**config.mk**
```make
export PLATFORM = sky130hd
export DESIGN_NAME = ptm_paired_timer
export DESIGN_NICKNAME = d
export VERILOG_FILES = /design/src/logic/ptm_pkg.sv /design/src/logic/ptm_paired_timer.sv /design/src/logic/ptm_half.sv
export SDC_FILE = /design/constraint.sdc
export NUM_CORES = 1
export LEC_CHECK = 0
export ABC_CLOCK_PERIOD_IN_PS = 6800
export BUFFER_PORTS_ARGS = -buffer_cell sky130_fd_sc_hd__buf_2
export CELL_PAD_IN_SITES_DETAIL_PLACEMENT = 1
export CELL_PAD_IN_SITES_GLOBAL_PLACEMENT = 1
export CORE_ASPECT_RATIO = 1.1
export CORE_MARGIN = 10
export CORE_UTILIZATION = 35
export CTS_CLUSTER_SIZE = 25
export DETAILED_ROUTE_END_ITERATION = 12
export PLACE_DENSITY_LB_ADDON = 0.05
export SETUP_SLACK_MARGIN = 0.15
export SLEW_MARGIN = 20
export SYNTH_ARGS = -nofsm -noshare
export SYNTH_HDL_FRONTEND = slang
export SYNTH_SLANG_ARGS = --single-unit
```
**constraint.sdc**
```tcl
create_clock -name clk -period 6.8 [get_ports clk]
set_clock_uncertainty 0.1 [all_clocks]
set_input_delay 2.04 -clock clk [delete_from_list [all_inputs] [get_ports clk]]
set_output_delay 2.04 -clock clk [all_outputs]
set_load 0.03 [all_outputs]
```
**src/logic/ptm_pkg.sv**
```systemverilog
package ptm_pkg;

   // ----------------------------------------------------------------
   // register map, word index on the avalon address
   // ----------------------------------------------------------------
   localparam int PTM_NUM_TIMERS = 4;
   localparam logic [3:0] ADDR_CTRL_BASE = 4'h0;
   localparam logic [3:0] ADDR_PERIOD_BASE = 4'h4;
   localparam logic [3:0] ADDR_COUNT_BASE = 4'h8;
   localparam logic [3:0] ADDR_IRQ_FLAG = 4'hc;
   localparam logic [3:0] ADDR_IRQ_ENABLE = 4'hd;
   localparam logic [3:0] ADDR_IRQ_PRIORITY = 4'he;

   // ----------------------------------------------------------------
   // control register fields
   // ----------------------------------------------------------------
   localparam int BIT_TIMER_ON = 15;
   localparam int BIT_STOP_IN_IDLE = 13;
   localparam int BIT_GATE_ENABLE = 6;
   localparam int BIT_PRESCALE_HI = 5;
   localparam int BIT_PRESCALE_LO = 4;
   localparam int BIT_CASCADE_SELECT = 3;
   localparam int BIT_CLOCK_SOURCE = 1;
   localparam logic [15:0] CTRL_MASK_LOW = 16'ha07a;
   localparam logic [15:0] CTRL_MASK_HIGH = 16'ha072;

   // ----------------------------------------------------------------
   // reset values
   // ----------------------------------------------------------------
   localparam logic [15:0] CTRL_RESET = 16'h0000;
   localparam logic [15:0] PERIOD_RESET = 16'hffff;
   localparam logic [2:0] PRIO_RESET = 3'h4;
   localparam logic [2:0] PRIO_DISABLED = 3'h0;
   localparam int PRIO_FIELD_STRIDE = 4;

   // ----------------------------------------------------------------
   // prescaler terminal counts: 1:1, 1:8, 1:64, 1:256
   // ----------------------------------------------------------------
   localparam logic [7:0] PS_LIMIT_1 = 8'h00;
   localparam logic [7:0] PS_LIMIT_8 = 8'h07;
   localparam logic [7:0] PS_LIMIT_64 = 8'h3f;
   localparam logic [7:0] PS_LIMIT_256 = 8'hff;
   localparam logic [15:0] COUNT_MAX = 16'hffff;

endpackage

```
**src/logic/ptm_paired_timer.sv**
```systemverilog
// Contract
// - each pair runs as two 16-bit timers, one 32-bit timer or counter
// - split halves keep every 16-bit mode except asynchronous counting
// - each 16-bit timer works alone as synchronous timer or counter
// - cascade bit 3 of low control joins the pair into 32 bits
// - in 32-bit mode low timer is low word, high timer high word
// - in 32-bit mode high control is ignored, low control rules all
// - 32-bit mode uses low clock and gate, interrupts on high flag
// - two-bit prescale field picks the prescaler ratio
// - source bit picks internal or external clock, gate bit gates timing
// - high period holds upper word, low period lower word in 32-bit
// - 32-bit count always readable, high count holds upper word
// - in 16-bit mode each timer compares with its own period
// - cascade pair interrupts when 32-bit count matches 32-bit period
// - a timer counts only while its on bit 15 is set
// - converter trigger only from first pair cascade or its high timer
// - timers may keep running in idle and sleep
// - cascade interrupt enable and priority come from the high timer
// - priority codes 7 down to 1, code 0 disables the source
// - every priority field resets to level 4
//
// Decided for this implementation: register access over Avalon-MM and the address map.
module ptm_paired_timer
   import ptm_pkg::*;
(
   input wire logic clk,
   input wire logic reset_n,
   input wire logic [3:0] avs_address,
   input wire logic avs_read,
   input wire logic avs_write,
   input wire logic [31:0] avs_writedata,
   output logic [31:0] avs_readdata,
   output logic avs_waitrequest,
   input wire logic [3:0] external_timer_clock_in,
   input wire logic idle_mode,
   output logic [3:0] irq_request,
   output logic [11:0] irq_priority,
   output logic adc_trigger
);

   // ----------------------------------------------------------------
   // state
   // ----------------------------------------------------------------
   typedef struct packed {
      logic [3:0][15:0] ctrl;
      logic [3:0][15:0] period;
      logic [3:0] flag;
      logic [3:0] ien;
      logic [3:0][2:0] prio;
      logic [3:0] pin_s1;
      logic [3:0] pin_s2;
      logic [3:0] pin_s3;
      logic waitreq;
      logic [31:0] rdata;
      logic [3:0] irq;
      logic adc;
   } ptm_top_s;

   ptm_top_s s_reg;
   ptm_top_s s_next;

   logic [3:0] tmr_run;
   logic [3:0] tmr_inc;
   logic [3:0] tmr_zero;
   logic [3:0] tmr_event;
   logic [3:0] tmr_wr;
   logic [3:0] tmr_tick;
   logic [3:0][15:0] tmr_count;
   logic [3:0] ext_rise;

   // ----------------------------------------------------------------
   // four timer halves
   // ----------------------------------------------------------------
   assign ext_rise = s_reg.pin_s2 & ~s_reg.pin_s3;

   for (genvar i = 0; i < PTM_NUM_TIMERS; i++) begin : g_half
      ptm_half u_half (
         .clk(clk),
         .reset_n(reset_n),
         .run(tmr_run[i]),
         .src_ext(s_reg.ctrl[i][BIT_CLOCK_SOURCE]),
         .gate_en(s_reg.ctrl[i][BIT_GATE_ENABLE]),
         .prescale_sel(s_reg.ctrl[i][BIT_PRESCALE_HI:BIT_PRESCALE_LO]),
         .ext_rise(ext_rise[i]),
         .ext_level(s_reg.pin_s2[i]),
         .inc(tmr_inc[i]),
         .zero(tmr_zero[i]),
         .count_wr(tmr_wr[i]),
         .wr_data(avs_writedata[15:0]),
         .tick(tmr_tick[i]),
         .count(tmr_count[i])
      );
   end

   // ----------------------------------------------------------------
   // next state
   // ----------------------------------------------------------------
   always_comb begin
      logic [31:0] cnt32;
      logic [31:0] per32;
      logic [31:0] rd;
      logic m32;
      logic casc;
      logic acc_req;
      logic start;
      logic done_wr;
      logic [3:0] flag_clr;
      int lo;
      int hi;
      cnt32 = 32'h0000_0000;
      per32 = 32'h0000_0000;
      rd = 32'h0000_0000;
      m32 = 1'b0;
      casc = 1'b0;
      acc_req = avs_read || avs_write;
      start = acc_req && s_reg.waitreq;
      done_wr = avs_write && !s_reg.waitreq;
      flag_clr = 4'h0;
      lo = 0;
      hi = 0;
      s_next = s_reg;
      tmr_run = 4'h0;
      tmr_inc = 4'h0;
      tmr_zero = 4'h0;
      tmr_event = 4'h0;
      tmr_wr = 4'h0;

      // --------------------------------------------------------------
      // pin synchronisers
      // --------------------------------------------------------------
      s_next.pin_s1 = external_timer_clock_in;
      s_next.pin_s2 = s_reg.pin_s1;
      s_next.pin_s3 = s_reg.pin_s2;

      // --------------------------------------------------------------
      // pair counting
      // --------------------------------------------------------------
      for (int p = 0; p < 2; p++) begin
         lo = 2 * p;
         hi = 2 * p + 1;
         casc = s_reg.ctrl[lo][BIT_CASCADE_SELECT];
         cnt32 = {tmr_count[hi], tmr_count[lo]};
         per32 = {s_reg.period[hi], s_reg.period[lo]};
         m32 = (cnt32 == per32);
         // idle stops a timer only on request, sleep never does
         tmr_run[lo] = s_reg.ctrl[lo][BIT_TIMER_ON] &&
            !(idle_mode && s_reg.ctrl[lo][BIT_STOP_IN_IDLE]);
         if (casc) begin
            // high control ignored, high prescaler idles
            tmr_run[hi] = 1'b0;
            tmr_inc[lo] = tmr_tick[lo];
            tmr_zero[lo] = m32;
            tmr_inc[hi] = tmr_tick[lo] &&
               (m32 || tmr_count[lo] == COUNT_MAX);
            tmr_zero[hi] = m32;
            tmr_event[hi] = tmr_tick[lo] && m32;
         end else begin
            tmr_run[hi] = s_reg.ctrl[hi][BIT_TIMER_ON] &&
               !(idle_mode && s_reg.ctrl[hi][BIT_STOP_IN_IDLE]);
            for (int k = lo; k <= hi; k++) begin
               tmr_inc[k] = tmr_tick[k];
               tmr_zero[k] = (tmr_count[k] == s_reg.period[k]);
               tmr_event[k] = tmr_tick[k] && tmr_zero[k];
            end
         end
      end

      // --------------------------------------------------------------
      // read mux
      // --------------------------------------------------------------
      if (avs_address < ADDR_PERIOD_BASE) begin
         rd[15:0] = s_reg.ctrl[avs_address[1:0]];
      end else if (avs_address < ADDR_COUNT_BASE) begin
         rd[15:0] = s_reg.period[avs_address[1:0]];
      end else if (avs_address < ADDR_IRQ_FLAG) begin
         rd[15:0] = tmr_count[avs_address[1:0]];
      end else if (avs_address == ADDR_IRQ_FLAG) begin
         rd[3:0] = s_reg.flag;
      end else if (avs_address == ADDR_IRQ_ENABLE) begin
         rd[3:0] = s_reg.ien;
      end else if (avs_address == ADDR_IRQ_PRIORITY) begin
         for (int i = 0; i < PTM_NUM_TIMERS; i++) begin
            rd[i * PRIO_FIELD_STRIDE +: 3] = s_reg.prio[i];
         end
      end

      // --------------------------------------------------------------
      // bus handshake: one wait cycle, then completion
      // --------------------------------------------------------------
      s_next.waitreq = !start;
      if (start && avs_read) begin
         s_next.rdata = rd;
      end

      // --------------------------------------------------------------
      // register writes at the completion edge
      // --------------------------------------------------------------
      if (done_wr) begin
         if (avs_address < ADDR_PERIOD_BASE) begin
            s_next.ctrl[avs_address[1:0]] = avs_writedata[15:0] &
               (avs_address[0] ? CTRL_MASK_HIGH : CTRL_MASK_LOW);
         end else if (avs_address < ADDR_COUNT_BASE) begin
            s_next.period[avs_address[1:0]] = avs_writedata[15:0];
         end else if (avs_address < ADDR_IRQ_FLAG) begin
            tmr_wr[avs_address[1:0]] = 1'b1;
         end else if (avs_address == ADDR_IRQ_FLAG) begin
            flag_clr = avs_writedata[3:0];
         end else if (avs_address == ADDR_IRQ_ENABLE) begin
            s_next.ien = avs_writedata[3:0];
         end else if (avs_address == ADDR_IRQ_PRIORITY) begin
            for (int i = 0; i < PTM_NUM_TIMERS; i++) begin
               s_next.prio[i] = avs_writedata[i * PRIO_FIELD_STRIDE +: 3];
            end
         end
      end

      // --------------------------------------------------------------
      // flags, interrupt requests, converter trigger
      // --------------------------------------------------------------
      s_next.flag = (s_reg.flag & ~flag_clr) | tmr_event;
      for (int i = 0; i < PTM_NUM_TIMERS; i++) begin
         s_next.irq[i] = s_next.flag[i] && s_reg.ien[i] &&
            (s_reg.prio[i] != PRIO_DISABLED);
      end
      s_next.adc = tmr_event[1];
   end

   // ----------------------------------------------------------------
   // registers
   // ----------------------------------------------------------------
   always_ff @(posedge clk or negedge reset_n) begin
      if (!reset_n) begin
         s_reg <= '0;
         s_reg.ctrl <= {PTM_NUM_TIMERS{CTRL_RESET}};
         s_reg.period <= {PTM_NUM_TIMERS{PERIOD_RESET}};
         s_reg.prio <= {PTM_NUM_TIMERS{PRIO_RESET}};
         s_reg.waitreq <= 1'b1;
      end else begin
         s_reg <= s_next;
      end
   end

   // ----------------------------------------------------------------
   // outputs
   // ----------------------------------------------------------------
   assign avs_readdata = s_reg.rdata;
   assign avs_waitrequest = s_reg.waitreq;
   assign irq_request = s_reg.irq;
   assign irq_priority = s_reg.prio;
   assign adc_trigger = s_reg.adc;

endmodule

```
**src/logic/ptm_half.sv**
```systemverilog
module ptm_half
   import ptm_pkg::*;
(
   input wire logic clk,
   input wire logic reset_n,
   input wire logic run,
   input wire logic src_ext,
   input wire logic gate_en,
   input wire logic [1:0] prescale_sel,
   input wire logic ext_rise,
   input wire logic ext_level,
   input wire logic inc,
   input wire logic zero,
   input wire logic count_wr,
   input wire logic [15:0] wr_data,
   output logic tick,
   output logic [15:0] count
);

   // ----------------------------------------------------------------
   // state
   // ----------------------------------------------------------------
   typedef struct packed {
      logic [7:0] pre;
      logic [15:0] count;
   } ptm_half_s;

   ptm_half_s s_reg;
   ptm_half_s s_next;
   logic [7:0] limit;
   logic base;

   // ----------------------------------------------------------------
   // prescaler and 16-bit counter
   // ----------------------------------------------------------------
   always_comb begin
      s_next = s_reg;
      tick = 1'b0;
      case (prescale_sel)
         2'h0: limit = PS_LIMIT_1;
         2'h1: limit = PS_LIMIT_8;
         2'h2: limit = PS_LIMIT_64;
         2'h3: limit = PS_LIMIT_256;
         default: limit = PS_LIMIT_1;
      endcase
      // external edges, or internal clock optionally gated by the pin level
      base = src_ext ? ext_rise : (gate_en ? ext_level : 1'b1);
      if (!run) begin
         s_next.pre = 8'h00;
      end else if (base) begin
         if (s_reg.pre == limit) begin
            s_next.pre = 8'h00;
            tick = 1'b1;
         end else begin
            s_next.pre = s_reg.pre + 8'h01;
         end
      end
      if (count_wr) begin
         s_next.count = wr_data;
      end else if (inc) begin
         s_next.count = zero ? 16'h0000 : s_reg.count + 16'h0001;
      end
   end

   always_ff @(posedge clk or negedge reset_n) begin
      if (!reset_n) begin
         s_reg <= '0;
      end else begin
         s_reg <= s_next;
      end
   end

   assign count = s_reg.count;

endmodule

```
# [Yosys cells after proc, flatten, opt, wreduce, memory -nomap -nowiden]
# Index checks and enable logic that the tools add are counted.
[classes] add_sub_neg=8 multipliers=0 div=0 magnitude_cmp=5 eq_ne=31 shift=0 muxes=101 bitwise=11 n_reduce_logical=53
[ops] operator="16-bit two-way mux" n=18
[ops] operator="64-bit bitwise mux" n=2
[ops] operator="8-bit case mux with 4 select lines" n=4
[ops] operator="16-bit binary-select mux with 2-bit select" n=3
[ops] operator="8-bit two-way mux" n=12
[ops] operator="16-bit by 1-bit adder with 16-bit output, second input constant" n=4
[ops] operator="16-bit equality test" n=4
[ops] operator="32-bit equality test" n=2
[ops] operator="4-bit two-way mux" n=11
[ops] operator="3-bit two-way mux" n=13
[ops] operator="8-bit by 1-bit adder with 8-bit output, second input constant" n=4
[ops] operator="16-bit demux with 2-bit select" n=1
[ops] operator="16-bit equality test, second input constant" n=2
[ops] operator="8-bit equality test" n=4
[ops] operator="1-bit two-way mux" n=31
[ops] operator="1-bit logical AND" n=28
[ops] operator="16-bit bitwise AND" n=1
[ops] operator="2-bit equality test, second input constant" n=8
[ops] operator="4-bit equality test, second input constant" n=3
[ops] operator="3-bit nonzero test" n=4
[ops] operator="4-bit bitwise AND" n=2
[ops] operator="2-bit by 1-bit equality test with 1-bit output, second input constant" n=4
[ops] operator="2-bit logical NOT" n=4
[ops] operator="4-bit < comparator, second input constant" n=2
[ops] operator="other kinds (17)" n=38
[totals] reg_bits=278 latchBits=0 ram_bits=0 romBits=0 input_bits=45 output_inout_bits=50 memories=0

# [Longest topological paths before layout]
# Gate-level depths: netlist of run 1.
[logic_depth] ltp_word=11 ltp_mapped=10 ltp_nobuf=7

# [Cells and area by module]
# From an unflattened synthesis of run 1, not the netlist that was laid out.
[unflattened] hier_cells=1418 hier_area_um2=14632.8
[by_module_without_submodules] module="ptm_paired_timer" instances=1 cells_per_inst=630 area_per_inst_um2=8176.6
[by_module_without_submodules] module="ptm_half" instances=4 cells_per_inst=197 area_per_inst_um2=1614.0

# [Least setup slack after synthesis of run 1]
# OpenSTA, ideal clock, no wires.
[synth_path] path_type="input to register" from="input avs_address[1]" to="register g_half[3].u_half.s_reg (netlist bit g_half[3].u_half.count[1])" setup_ps=125 arrival_ps=3951 required_ps=6575 slack_ps=2625 path_stages=9 path_cell_list="buf_2 and4b_1 clkbuf_1 and2_1 clkbuf_1 a311oi_1 or2_1 buf_2 mux2_2"
[synth_between] elab_chain_cells=9 elab_cells_between_ends=14
[synth_rtl] item="start: declaration" line_no="ptm_paired_timer.sv:28" text="input wire logic [3:0] avs_address,"
[synth_rtl] item="2-bit by 3-bit < comparator with 1-bit output (implied by the code) / 2-bit by 1-bit >= comparator with 1-bit output (equally long branches)" line_no="ptm_paired_timer.sv:205" text="tmr_wr[avs_address[1:0]] = 1'b1;"
[synth_rtl] item="1-bit logical AND (implied by the code)" line_no="ptm_paired_timer.sv:205"
[synth_rtl] item="1-bit two-way mux (implied by the code)" line_no="ptm_paired_timer.sv:205"
[synth_rtl] item="1-bit demux with 2-bit select" line_no="ptm_paired_timer.sv:205"
[synth_rtl] item="4-bit two-way mux" line_no="ptm_paired_timer.sv:204" text="end else if (avs_address < ADDR_IRQ_FLAG) begin"
[synth_rtl] item="4-bit two-way mux" line_no="ptm_paired_timer.sv:202" text="end else if (avs_address < ADDR_COUNT_BASE) begin"
[synth_rtl] item="4-bit two-way mux *" line_no="ptm_paired_timer.sv:199" text="if (avs_address < ADDR_PERIOD_BASE) begin"
[synth_rtl] item="4-bit two-way mux *" line_no="ptm_paired_timer.sv:198" text="if (done_wr) begin"
[synth_rtl] item="16-bit two-way mux / 2-bit nonzero test (equally long branches)"
[synth_rtl] item="end signal: assignment" line_no="ptm_half.sv:69" text="s_reg <= s_next;"
[synth_rtl] item="end: declaration" line_no="ptm_half.sv:28" text="ptm_half_s s_reg;"
# Mark *: on every way between the ends. The rest lies on a longest branch, timed or not.
# A chain may end at the register's enable or synchronous reset.

# [Worst setup path after layout of run 1]
[layout_path] from="input avs_address[3]" to="register g_half[1].u_half.s_reg (netlist bit g_half[1].u_half.count[1])"
[layout_between] elab_chain_cells=6 elab_cells_between_ends=9
[layout_rtl] item="4-bit < comparator" line_no="ptm_paired_timer.sv:204"
[layout_rtl] item="4-bit two-way mux" line_no="ptm_paired_timer.sv:204"
[layout_rtl] item="4-bit two-way mux" line_no="ptm_paired_timer.sv:202"
[layout_rtl] item="4-bit two-way mux *" line_no="ptm_paired_timer.sv:199"
[layout_rtl] item="4-bit two-way mux *" line_no="ptm_paired_timer.sv:198"
[layout_rtl] item="16-bit two-way mux / 2-bit nonzero test (equally long branches)"
[layout_rtl] item="end signal: assignment" line_no="ptm_half.sv:69"
[layout_rtl] item="end: declaration" line_no="ptm_half.sv:28"
# Marks and branches as above.

==> results of run 1 <==
[power by group]
group | internal (µW) | switching [µW] | total [µW]
combinational | 577 | 761 | 1340
sequential | 1760 | 400 | 2160
clock | 965 | 669 | 1630
total | 3300 | 1830 | 5130
[cell families after synthesis]
family / after synthesis / synth area share, %
and+or+nand+nor: 431 / 15.4
AOI/OAI and AO/OA: 323 / 14.8
DFF: 242 / 43.2
buffers and inverters: 183 / 6.46
muxes: 144 / 14.6
xor gates and xnor gates: 77 / 4.75
adders and majority gates: 8 / 0.705
other: 1 / 0.0264
[placed cells by master (no fill, tap or decap), types with 13 or more instances in the layout]
cell	instances
dfrtp_1	173
nand2_1	130
o21ai_0	95
mux2_2	91
nor2_1	76
xnor2_1	71
dfstp_2	69
buf_2	61
inv_1	53
mux4_2	41
a21oi_1	39
nand3_1	37
nor3_1	31
a211oi_1	31
clkbuf_16	31
nand4_1	30
a22oi_1	29
o22ai_1	28
buf_4	26
a31oi_1	22
and3_1	19
nor2b_1	17
and2_1	17
conb_1	16
nand2b_1	13
nor4_1	13
[per-layer routing]
layer | vias up | global-route usage [%] | wire length (µm)
met2 | 228 | 32.1 | 23000
met1 | 5915 | 28.7 | 23800
li1 | 5137 | - | -
met4 | 0 | 4.74 | 1070
met5 | - | 0 | 0
met3 | 45 | 2.70 | 1980
[stage by stage]
step	worst slack (ns)	util (%)	power, µW
CTS	2.46	39.2	5180
floorplan	2.62	-	3030
finish	2.40	39.2	5130
detailed placement	1.85	36.7	3520
global placement	1.72	36.7	3480
global route	2.23	39.2	5410
[cell type report]
type | count | share of cell area (%)
clock inverters | 9 | 0.468
flip-flops and latches | 242 | 39.0
inverters | 53 | 1.26
clock buffers | 46 | 5.85
multi-input cells | 999 | 46.0
repair buffers | 89 | 3.40
diodes | 1 | 0.0159
well taps | 513 | 4.07
[worst max-delay path, delay by kind of cell]
kind / cells / cell delay, ns
mux: 1 / 0.40
buf+inv: 3 / 1.02
simple gates: 3 / 1.20
compound gates: 1 / 0.09
[path summary, 6_finish.rpt]
kind,to,slack [ns],depth (start not counted)
min in group asynchronous,irq_request[1]$_DFF_PN0_,1.35,1
worst max-delay path,g_half[1].u_half.count[1]$_DFFE_PN0P_,2.40,8
worst min-delay path,s_next[40]$_DFF_PN0_,0.25,0
worst max register to register,g_half[1].u_half.count[1]$_DFFE_PN0P_,3.22,8
worst min register to register,s_next[40]$_DFF_PN0_,0.25,0
max in group asynchronous,s_next[45]$_DFF_PN0_,4.11,2
==> impl_metrics.ini, run 1 <==
[synth]
synth_ff_type = dfrtp_1
netlist_instances = 1409
ys_top_cells_by_area = dfrtp_1 (30%), dfstp_2 (13%), mux2_2 (7.2%)
ys_seq_elements = 242
async_reset_ff_share_pct = 100
synth_top_cell_by_area = dfrtp_1
ys_top_cells_by_count = dfrtp_1 (173), nand2_1 (130), o21ai_0 (95)
synth_cell_types = 73
synth_edf_count = 0
synth_top_area_share_pct = 30.5
yosysWarnings = 0
synth_seq_area_share_pct = 43.2
yosysMostFrequentCell = dfrtp_1
netlist_area_um2 = 14200
syn-mean-instance-area_um2 = 10.1

[critical_path]
setup.worst_path.start = avs_address[3]
critical_path.cell_chain = buf_2, nor2b_1, buf_4, and2_0, a2111oi_2, buf_4, or2_1, mux2_4
end_kind = flip-flop
cp.arrival_ns = 4.76
r2r-start = g_half[0].u_half.count[0]$_DFFE_PN0P_
crit_required_ns = 7.16
criticalPathCategory = primary input to flip-flop
worst_path_largest_cell_delay_ns = 0.52
cpMostUsedCell = buf_4
slowest_stage = or2_1
cp-start-kind = primary input
critPathMaxFanout = 23

[timing]
min_period_ns = 4.40
finalCritPeriodShare_pct = 64.7
worstMarginPinSlew_ns = 1.05
setup_violations = 0
finalSetupTns_ns = 0
final_hold_viol_count = 0
max_freq_mhz = 227
fin_hold_ws_ns = 0.250
slew_headroom_pct = 29.4
rsz0062_at_grt = no
slew_viol_final = 0

[route]
viasPerCell = 5.80
drc = 0
firstDrtPassIters = 5
finalWirelength_mm = 49.8
ant_nets = 0
first_iter_violations = 767
routedWlPerCell_um = 25.5
vias = 11300

[floorplan]
design.core.area_um2 = 40200
die_area_um2 = 49100
rows = 77
initial_core_util_pct = 35.4
num_io_pins = 95
die_y_um = 231
die_width_um = 212

[clocking]
path_clk_slew_ns = 0.06
clkSinkCount = 242
cts_tree = done
cts_root_buf = clkbuf_16
post_cts_buffers = 0
hold_buffers = 0
cts_max_path_buffers = 3
cts_resized = 0
cts_buffers = 30
h-tree-depth = 1
worstSkewPairLatency_ns = 0.58

[flow_run]
drv_cap = 0

[cells_and_area]
syn2layout_area_growth_pct = 10.9
drive_gt1_share_pct = 25.3
multi_input_area_um2 = 7240
stdcell_area_um2 = 15800
fin_nets = 1468
final.fill_count = 4454
regArea_um2 = 6140
layout.cells.non_filler = 1952
largest_reg_flops = 104

[global_route]
grt_max_degree = 107
grt_antenna_before_repair = 0
grt_pass1_vias = 11700
overflow = 0
grt_pass1_wl_mm = 76.3
grt_usage_pct = 20.3

[power_and_ir_drop]
p_leak_uw = 0.00647
p_per_area_nw_per_um2 = 326
vdd_drop_max_v = 0.000202

[run_status]
status = complete, no violations

[placement]
io_buffers = 62
dpl-instance-area_um2 = 14700
dp_cells = 1896
routabilityCongestion = 0.830
dp_hpwl_mm = 36.0

[min_path]
hold_class = flip-flop to flip-flop
min-delay-start = s_next[44]$_DFF_PN0_
(Power assumes the default switching activity.)
==> run 2: changes to the inputs <==
--- a/config.mk
+++ b/config.mk
@@ -5,7 +5,7 @@
 export SDC_FILE = /design/constraint.sdc
 export NUM_CORES = 1
 export LEC_CHECK = 0
-export ABC_CLOCK_PERIOD_IN_PS = 6800
+export ABC_CLOCK_PERIOD_IN_PS = 4600
 export BUFFER_PORTS_ARGS = -buffer_cell sky130_fd_sc_hd__buf_2
 export CELL_PAD_IN_SITES_DETAIL_PLACEMENT = 1
 export CELL_PAD_IN_SITES_GLOBAL_PLACEMENT = 1
==> constraint.sdc (replaced) <==
create_clock -name clk -period 4.6 [get_ports clk]
set_clock_uncertainty 0.1 [all_clocks]
set_input_delay 1.38 -clock clk [delete_from_list [all_inputs] [get_ports clk]]
set_output_delay 1.38 -clock clk [all_outputs]
set_load 0.03 [all_outputs]
==> run 2 against run 1 <==
  * Hold slack improved by 0.0022 ns
  * Final area is 0.91% higher
  * Critical path depth unchanged
  * Via count rose by 0.16%
  * Clock-buffer cell count fell by 1
  * Combinational power up 50%
  * Flip-flop and latch count unchanged
  * Non-clock buffer count increased by 20
  * Core utilization rose by 0.36 points
  * Critical endpoint unchanged
  * Largest cell class unchanged
  * Highest routed layer unchanged
==> impl_metrics.ini, run 2 (same netlist as run 1, synthesis figures left out) <==
[timing]
worstMarginPinSlew_ns = 1.04
finalSetupTns_ns = 0
setup_violations = 0
finalCritPeriodShare_pct = 74.5
slew_viol_final = 0
rsz0062_at_grt = no
min_period_ns = 3.43
max_freq_mhz = 292
slew_headroom_pct = 29.8
final_hold_viol_count = 0

[critical_path]
criticalPathCategory = flip-flop to flip-flop
cp.arrival_ns = 3.79
slowest_stage = nor4_1
end_kind = flip-flop
path_delay_family = simple AND/OR/NAND/NOR gates
worst_path_largest_cell_delay_ns = 0.55
cp-start-kind = flip-flop
crit_required_ns = 4.96
crit_buf_inv = 1
critical_path.cell_chain = ha_1, nand3_1, or3_1, nor4_1, a2111oi_2, buf_4, or2_1, mux2_4
critPathMaxFanout = 16

[clocking]
cts_buffers = 31
worstSkewPairLatency_ns = 0.58
cts_resized = 0
post_cts_buffers = 0
cts_root_buf = clkbuf_16
cts_max_path_buffers = 3
path_clk_slew_ns = 0.06
cts_tree = done
clkSinkCount = 242
h-tree-depth = 1
hold_buffers = 0

[cells_and_area]
syn2layout_area_growth_pct = 12.0
final_cell_mix = dfrtp_1 (173), nand2_1 (130), o21ai_0 (95), mux2_2 (91), nor2_1 (76)
layout_commonest_cell = dfrtp_1
post-route-util_pct = 39.6
fin_nets = 1489
diodes = 0
drive_gt1_share_pct = 26.3
stdcell_area_um2 = 15900
largest_reg_flops = 104

[placement]
dp_hpwl_mm = 36.5
io_buffers = 62
dpl-instance-area_um2 = 14900
routabilityCongestion = 0.860

[floorplan]
rows = 77
num_io_pins = 95
die_area_um2 = 49100
die_y_um = 231
design.core.area_um2 = 40200
die_width_um = 212
initial_core_util_pct = 35.4

[run_status]
status = complete, no violations

[global_route]
grt_pass1_wl_mm = 76.3
grt_max_degree = 75
grt_pass1_vias = 11700
grt_usage_pct = 20.3
overflow = 0
grt_antenna_before_repair = 0

[power_and_ir_drop]
p_per_area_nw_per_um2 = 480
p_int_uw = 4910
seqPwrFrac_pct = 41.6
vdd_drop_max_v = 0.000288
swShare_pct = 35.7
p_leak_uw = 0.00657
comb_power_share_pct = 26.3
p_sw_uw = 2720
p_clk_share_pct = 32.1

[route]
first_iter_violations = 795
routedWlPerCell_um = 25.4
viasPerCell = 5.75
drc = 0
firstDrtPassIters = 8
finalWirelength_mm = 50.0
ant_nets = 0
vias = 11300

[flow_run]
drv_cap = 0

[min_path]
hold_class = flip-flop to flip-flop
## run 2: path summary, 6_finish.rpt
path | start | endpoint | slack, ns | cells past startpoint
worst min register to register | s_next[45]$_DFF_PN0_ | s_next[41]$_DFF_PN0_ | 0.25 | 0
worst max register to register | g_half[0].u_half.count[1]$_DFFE_PN0P_ | g_half[1].u_half.count[1]$_DFFE_PN0P_ | 1.17 | 8
worst min-delay path | s_next[45]$_DFF_PN0_ | s_next[41]$_DFF_PN0_ | 0.25 | 0
min in group asynchronous | reset_n | g_half[1].u_half.s_reg[18]$_DFFE_PN0P_ | 0.68 | 1
worst max-delay path | g_half[0].u_half.count[1]$_DFFE_PN0P_ | g_half[1].u_half.count[1]$_DFFE_PN0P_ | 1.17 | 8
max in group asynchronous | reset_n | s_reg[40]$_DFF_PN0_ | 2.81 | 2
## run 2: layer usage
layer,GRT usage [%],up-vias,part of all wire (%)
met4,4.72,0,1.8
li1,-,5161,-
met3,2.71,52,4.0
met2,32.4,225,46
met1,28.6,5905,48
met5,0,-,0
## run 2: cell type report
cell class              count  area (µm²)
fillers                  4525       24300
inverters                  53         199
clock buffers              45         921
flip-flops and latches    242        6140
clock inverters            12        88.8
repair buffers            109         686
multi-input cells         999        7230
well taps                 513         642
## run 2: power groups by stage
stage | logic, µW | registers [µW] | clock network [µW]
2_1_floorplan | 1540 | 2930 | 0
3_3_place_gp | 1980 | 3180 | 0
3_5_place_dp | 2020 | 3190 | 0
4_1_cts | 2030 | 3160 | 2520
5_1_grt | 2200 | 3240 | 2600
6_report | 2010 | 3180 | 2450
## run 2: through the flow
stage	hold WS (ns)	cells	setup WS, ns	total power, µW
global route	0.263	1973	0.937	8050
CTS	0.253	1973	1.12	7700
detailed placement	0.238	1916	0.647	5210
floorplan	0.231	1424	1.08	4470
global placement	0.239	1915	0.317	5160
finish	0.253	1973	1.17	7630
==> run 3: changes to the inputs <==
--- a/config.mk
+++ b/config.mk
@@ -5,7 +5,8 @@
 export SDC_FILE = /design/constraint.sdc
 export NUM_CORES = 1
 export LEC_CHECK = 0
-export ABC_CLOCK_PERIOD_IN_PS = 4600
+export ABC_AREA = 1
+export ABC_CLOCK_PERIOD_IN_PS = 3100
 export BUFFER_PORTS_ARGS = -buffer_cell sky130_fd_sc_hd__buf_2
 export CELL_PAD_IN_SITES_DETAIL_PLACEMENT = 1
 export CELL_PAD_IN_SITES_GLOBAL_PLACEMENT = 1
==> constraint.sdc (replaced) <==
create_clock -name clk -period 3.1 [get_ports clk]
set_clock_uncertainty 0.1 [all_clocks]
set_input_delay 0.93 -clock clk [delete_from_list [all_inputs] [get_ports clk]]
set_output_delay 0.93 -clock clk [all_outputs]
set_load 0.03 [all_outputs]
==> run 3 against run 2 <==
  * Wire length rose by 17%
  * Non-clock buffer count rose by 1
  * Fmax rose by 37%
  * Global-route usage rose by 2.3 points
  * Sequential share of layout area fell by 1.8 points
==> impl_metrics.ini, run 3 <==
[global_route]
overflow = 0
grt_pass1_vias = 14500
grt_usage_pct = 22.7
grt_max_degree = 56
grt_pass1_wl_mm = 89.9
grt_antenna_before_repair = 0

[synth]
synth-simple-area-share_pct = 30.5
synth_top_cell_by_area = dfrtp_1
netlist_area_um2 = 14900
synth_seq_area_share_pct = 41.2
syn-mean-instance-area_um2 = 7.17
synthXorXnorAreaFrac_pct = 4.47
yosysMostFrequentCell = nand2_1
synth_compound_area_share_pct = 12.0
synth_cell_types = 53
yosysWarnings = 0
synth_fa_ha_area_share_pct = 0.672
ys_top_cells_by_area = dfrtp_1 (29%), nand2_1 (17%), dfstp_2 (12%)
synthMuxAreaShare_pct = 0
netlist_instances = 2078
synth_top_family_by_area = simple AND/OR/NAND/NOR gates
synth_top_area_share_pct = 29.1
ys_top_cells_by_count = nand2_1 (675), inv_1 (213), o21ai_0 (178)
synth_ff_type = dfrtp_1
ys_seq_elements = 242
synth_edf_count = 0
async_reset_ff_share_pct = 100

[critical_path]
end_kind = flip-flop
reg2reg_to = g_half[3].u_half.count[11]$_DFFE_PN0P_
r2r_cells = 11
cp.arrival_ns = 2.92
criticalPathCategory = flip-flop to flip-flop
critPathMaxFanout = 16
r2r-start = g_half[2].u_half.count[0]$_DFFE_PN0P_
cp-start-kind = flip-flop
crit_required_ns = 3.51
rrSetupSlack_ns = 0.60

[timing]
slew_viol_final = 0
slew_headroom_pct = 47.7
min_period_ns = 2.50
fin_ws_ns = 0.595
final_hold_viol_count = 0
max_freq_mhz = 399
setup_violations = 0
finalSetupTns_ns = 0
worstMarginPinSlew_ns = 0.777
finalCritPeriodShare_pct = 80.8
rsz0062_at_grt = no

[placement]
routabilityCongestion = 0.906
dp_slack_ns = 0.136
dp_hpwl_mm = 44.8
io_buffers = 62
dpl-instance-area_um2 = 15700

[clocking]
hold_buffers = 0
cts_root_buf = clkbuf_16
h-tree-depth = 1
path_clk_slew_ns = 0.06
cts_tree = done
clkSinkCount = 242
cts_max_path_buffers = 3
cts_buffers = 31
cts_resized = 0
worstSkewPairLatency_ns = 0.59
post_cts_buffers = 0

[cells_and_area]
final_cell_mix = nand2_1 (675), inv_1 (213), o21ai_0 (178), dfrtp_1 (173), nor2_1 (135)
stdcell_area_um2 = 16700
drive_gt1_share_pct = 14.0
largest_reg_flops = 104
layout_commonest_cell = nand2_1
syn2layout_area_growth_pct = 12.1
fin_nets = 2167

[floorplan]
num_io_pins = 95
die_area_um2 = 51200
initial_core_util_pct = 35.3
die_width_um = 217
rows = 79
design.core.area_um2 = 42200
die_y_um = 236

[power_and_ir_drop]
vdd_drop_max_v = 0.000388
p_per_area_nw_per_um2 = 688
fin_total_pwr_uw = 11500
p_leak_uw = 0.00809

[run_status]
status = complete, no violations

[route]
ant_nets = 0
routedWlPerCell_um = 21.7
viasPerCell = 5.18
vias = 14000
finalWirelength_mm = 58.7
firstDrtPassIters = 5
first_iter_violations = 860
drc = 0

[flow_run]
drv_cap = 0

[min_path]
hold_class = primary input to asynchronous set/reset pin
-- run 3: worst max-delay path, stage by stage, from the launching register on --
cell,delay (ns)
dfrtp_1,0.49
ha_1,0.26
nand3_2,0.13
nor2_2,0.16
nand2_1,0.11
inv_2,0.10
nand3_2,0.09
nor2_1,0.18
nand2_2,0.30
nand3_4,0.32
nand2_1,0.10
nand2_1,0.07
-- run 3: cell type report --
| type | instances | area, µm² |
|---|---|---|
| well taps | 567 | 709 |
| diodes | 1 | 2.50 |
| fillers | 5324 | 25500 |
| clock inverters | 7 | 38.8 |
| flip-flops and latches | 242 | 6140 |
| multi-input cells | 1481 | 7160 |
| inverters | 248 | 931 |
| repair buffers | 110 | 756 |
| clock buffers | 49 | 943 |
-- run 3: logic make-up after synthesis --
family                     Yosys count
AOI/OAI and AO/OA                  317
xor gates and xnor gates            76
adders and majority gates            8
buffers and inverters              370
DFF                                242
other                                1
and+or+nand+nor                   1064
-- run 3: routing by layer --
metal | GRT usage (%) | part of all wire (%)
met4 | 7.34 | 3.3
met5 | 0 | 0
met2 | 38.9 | 49
met3 | 2.02 | 2.9
met1 | 29.3 | 45
-- run 3: power by group --
part	switching (µW)	internal, µW	total, µW	leakage [µW]
registers	838	3890	4730	0.00298
clock network	1500	2060	3560	0.000491
logic	2110	1090	3200	0.00462
-- run 3: how the worst max path moves through the flow --
stage / start / to
after floorplan: avs_address[3] / g_half[2].u_half.count[11]$_DFFE_PN0P_
after CTS: g_half[3].u_half.count[3]$_DFFE_PN0P_ / g_half[2].u_half.count[3]$_DFFE_PN0P_
after global placement: avs_write / g_half[2].u_half.count[1]$_DFFE_PN0P_
after detailed placement: avs_write / g_half[2].u_half.count[3]$_DFFE_PN0P_
after global routing: g_half[2].u_half.count[0]$_DFFE_PN0P_ / g_half[3].u_half.count[7]$_DFFE_PN0P_
final: g_half[2].u_half.count[0]$_DFFE_PN0P_ / g_half[3].u_half.count[11]$_DFFE_PN0P_
-- run 3: through the flow --
stage	std cells	hold WS, ns	utilization, %
3_3_place_gp	2648	0.235	37.2
2_1_floorplan	2093	0.231	-
5_1_grt	2704	0.207	39.5
3_5_place_dp	2648	0.236	37.2
4_1_cts	2704	0.187	39.5
6_report	2705	0.186	39.5
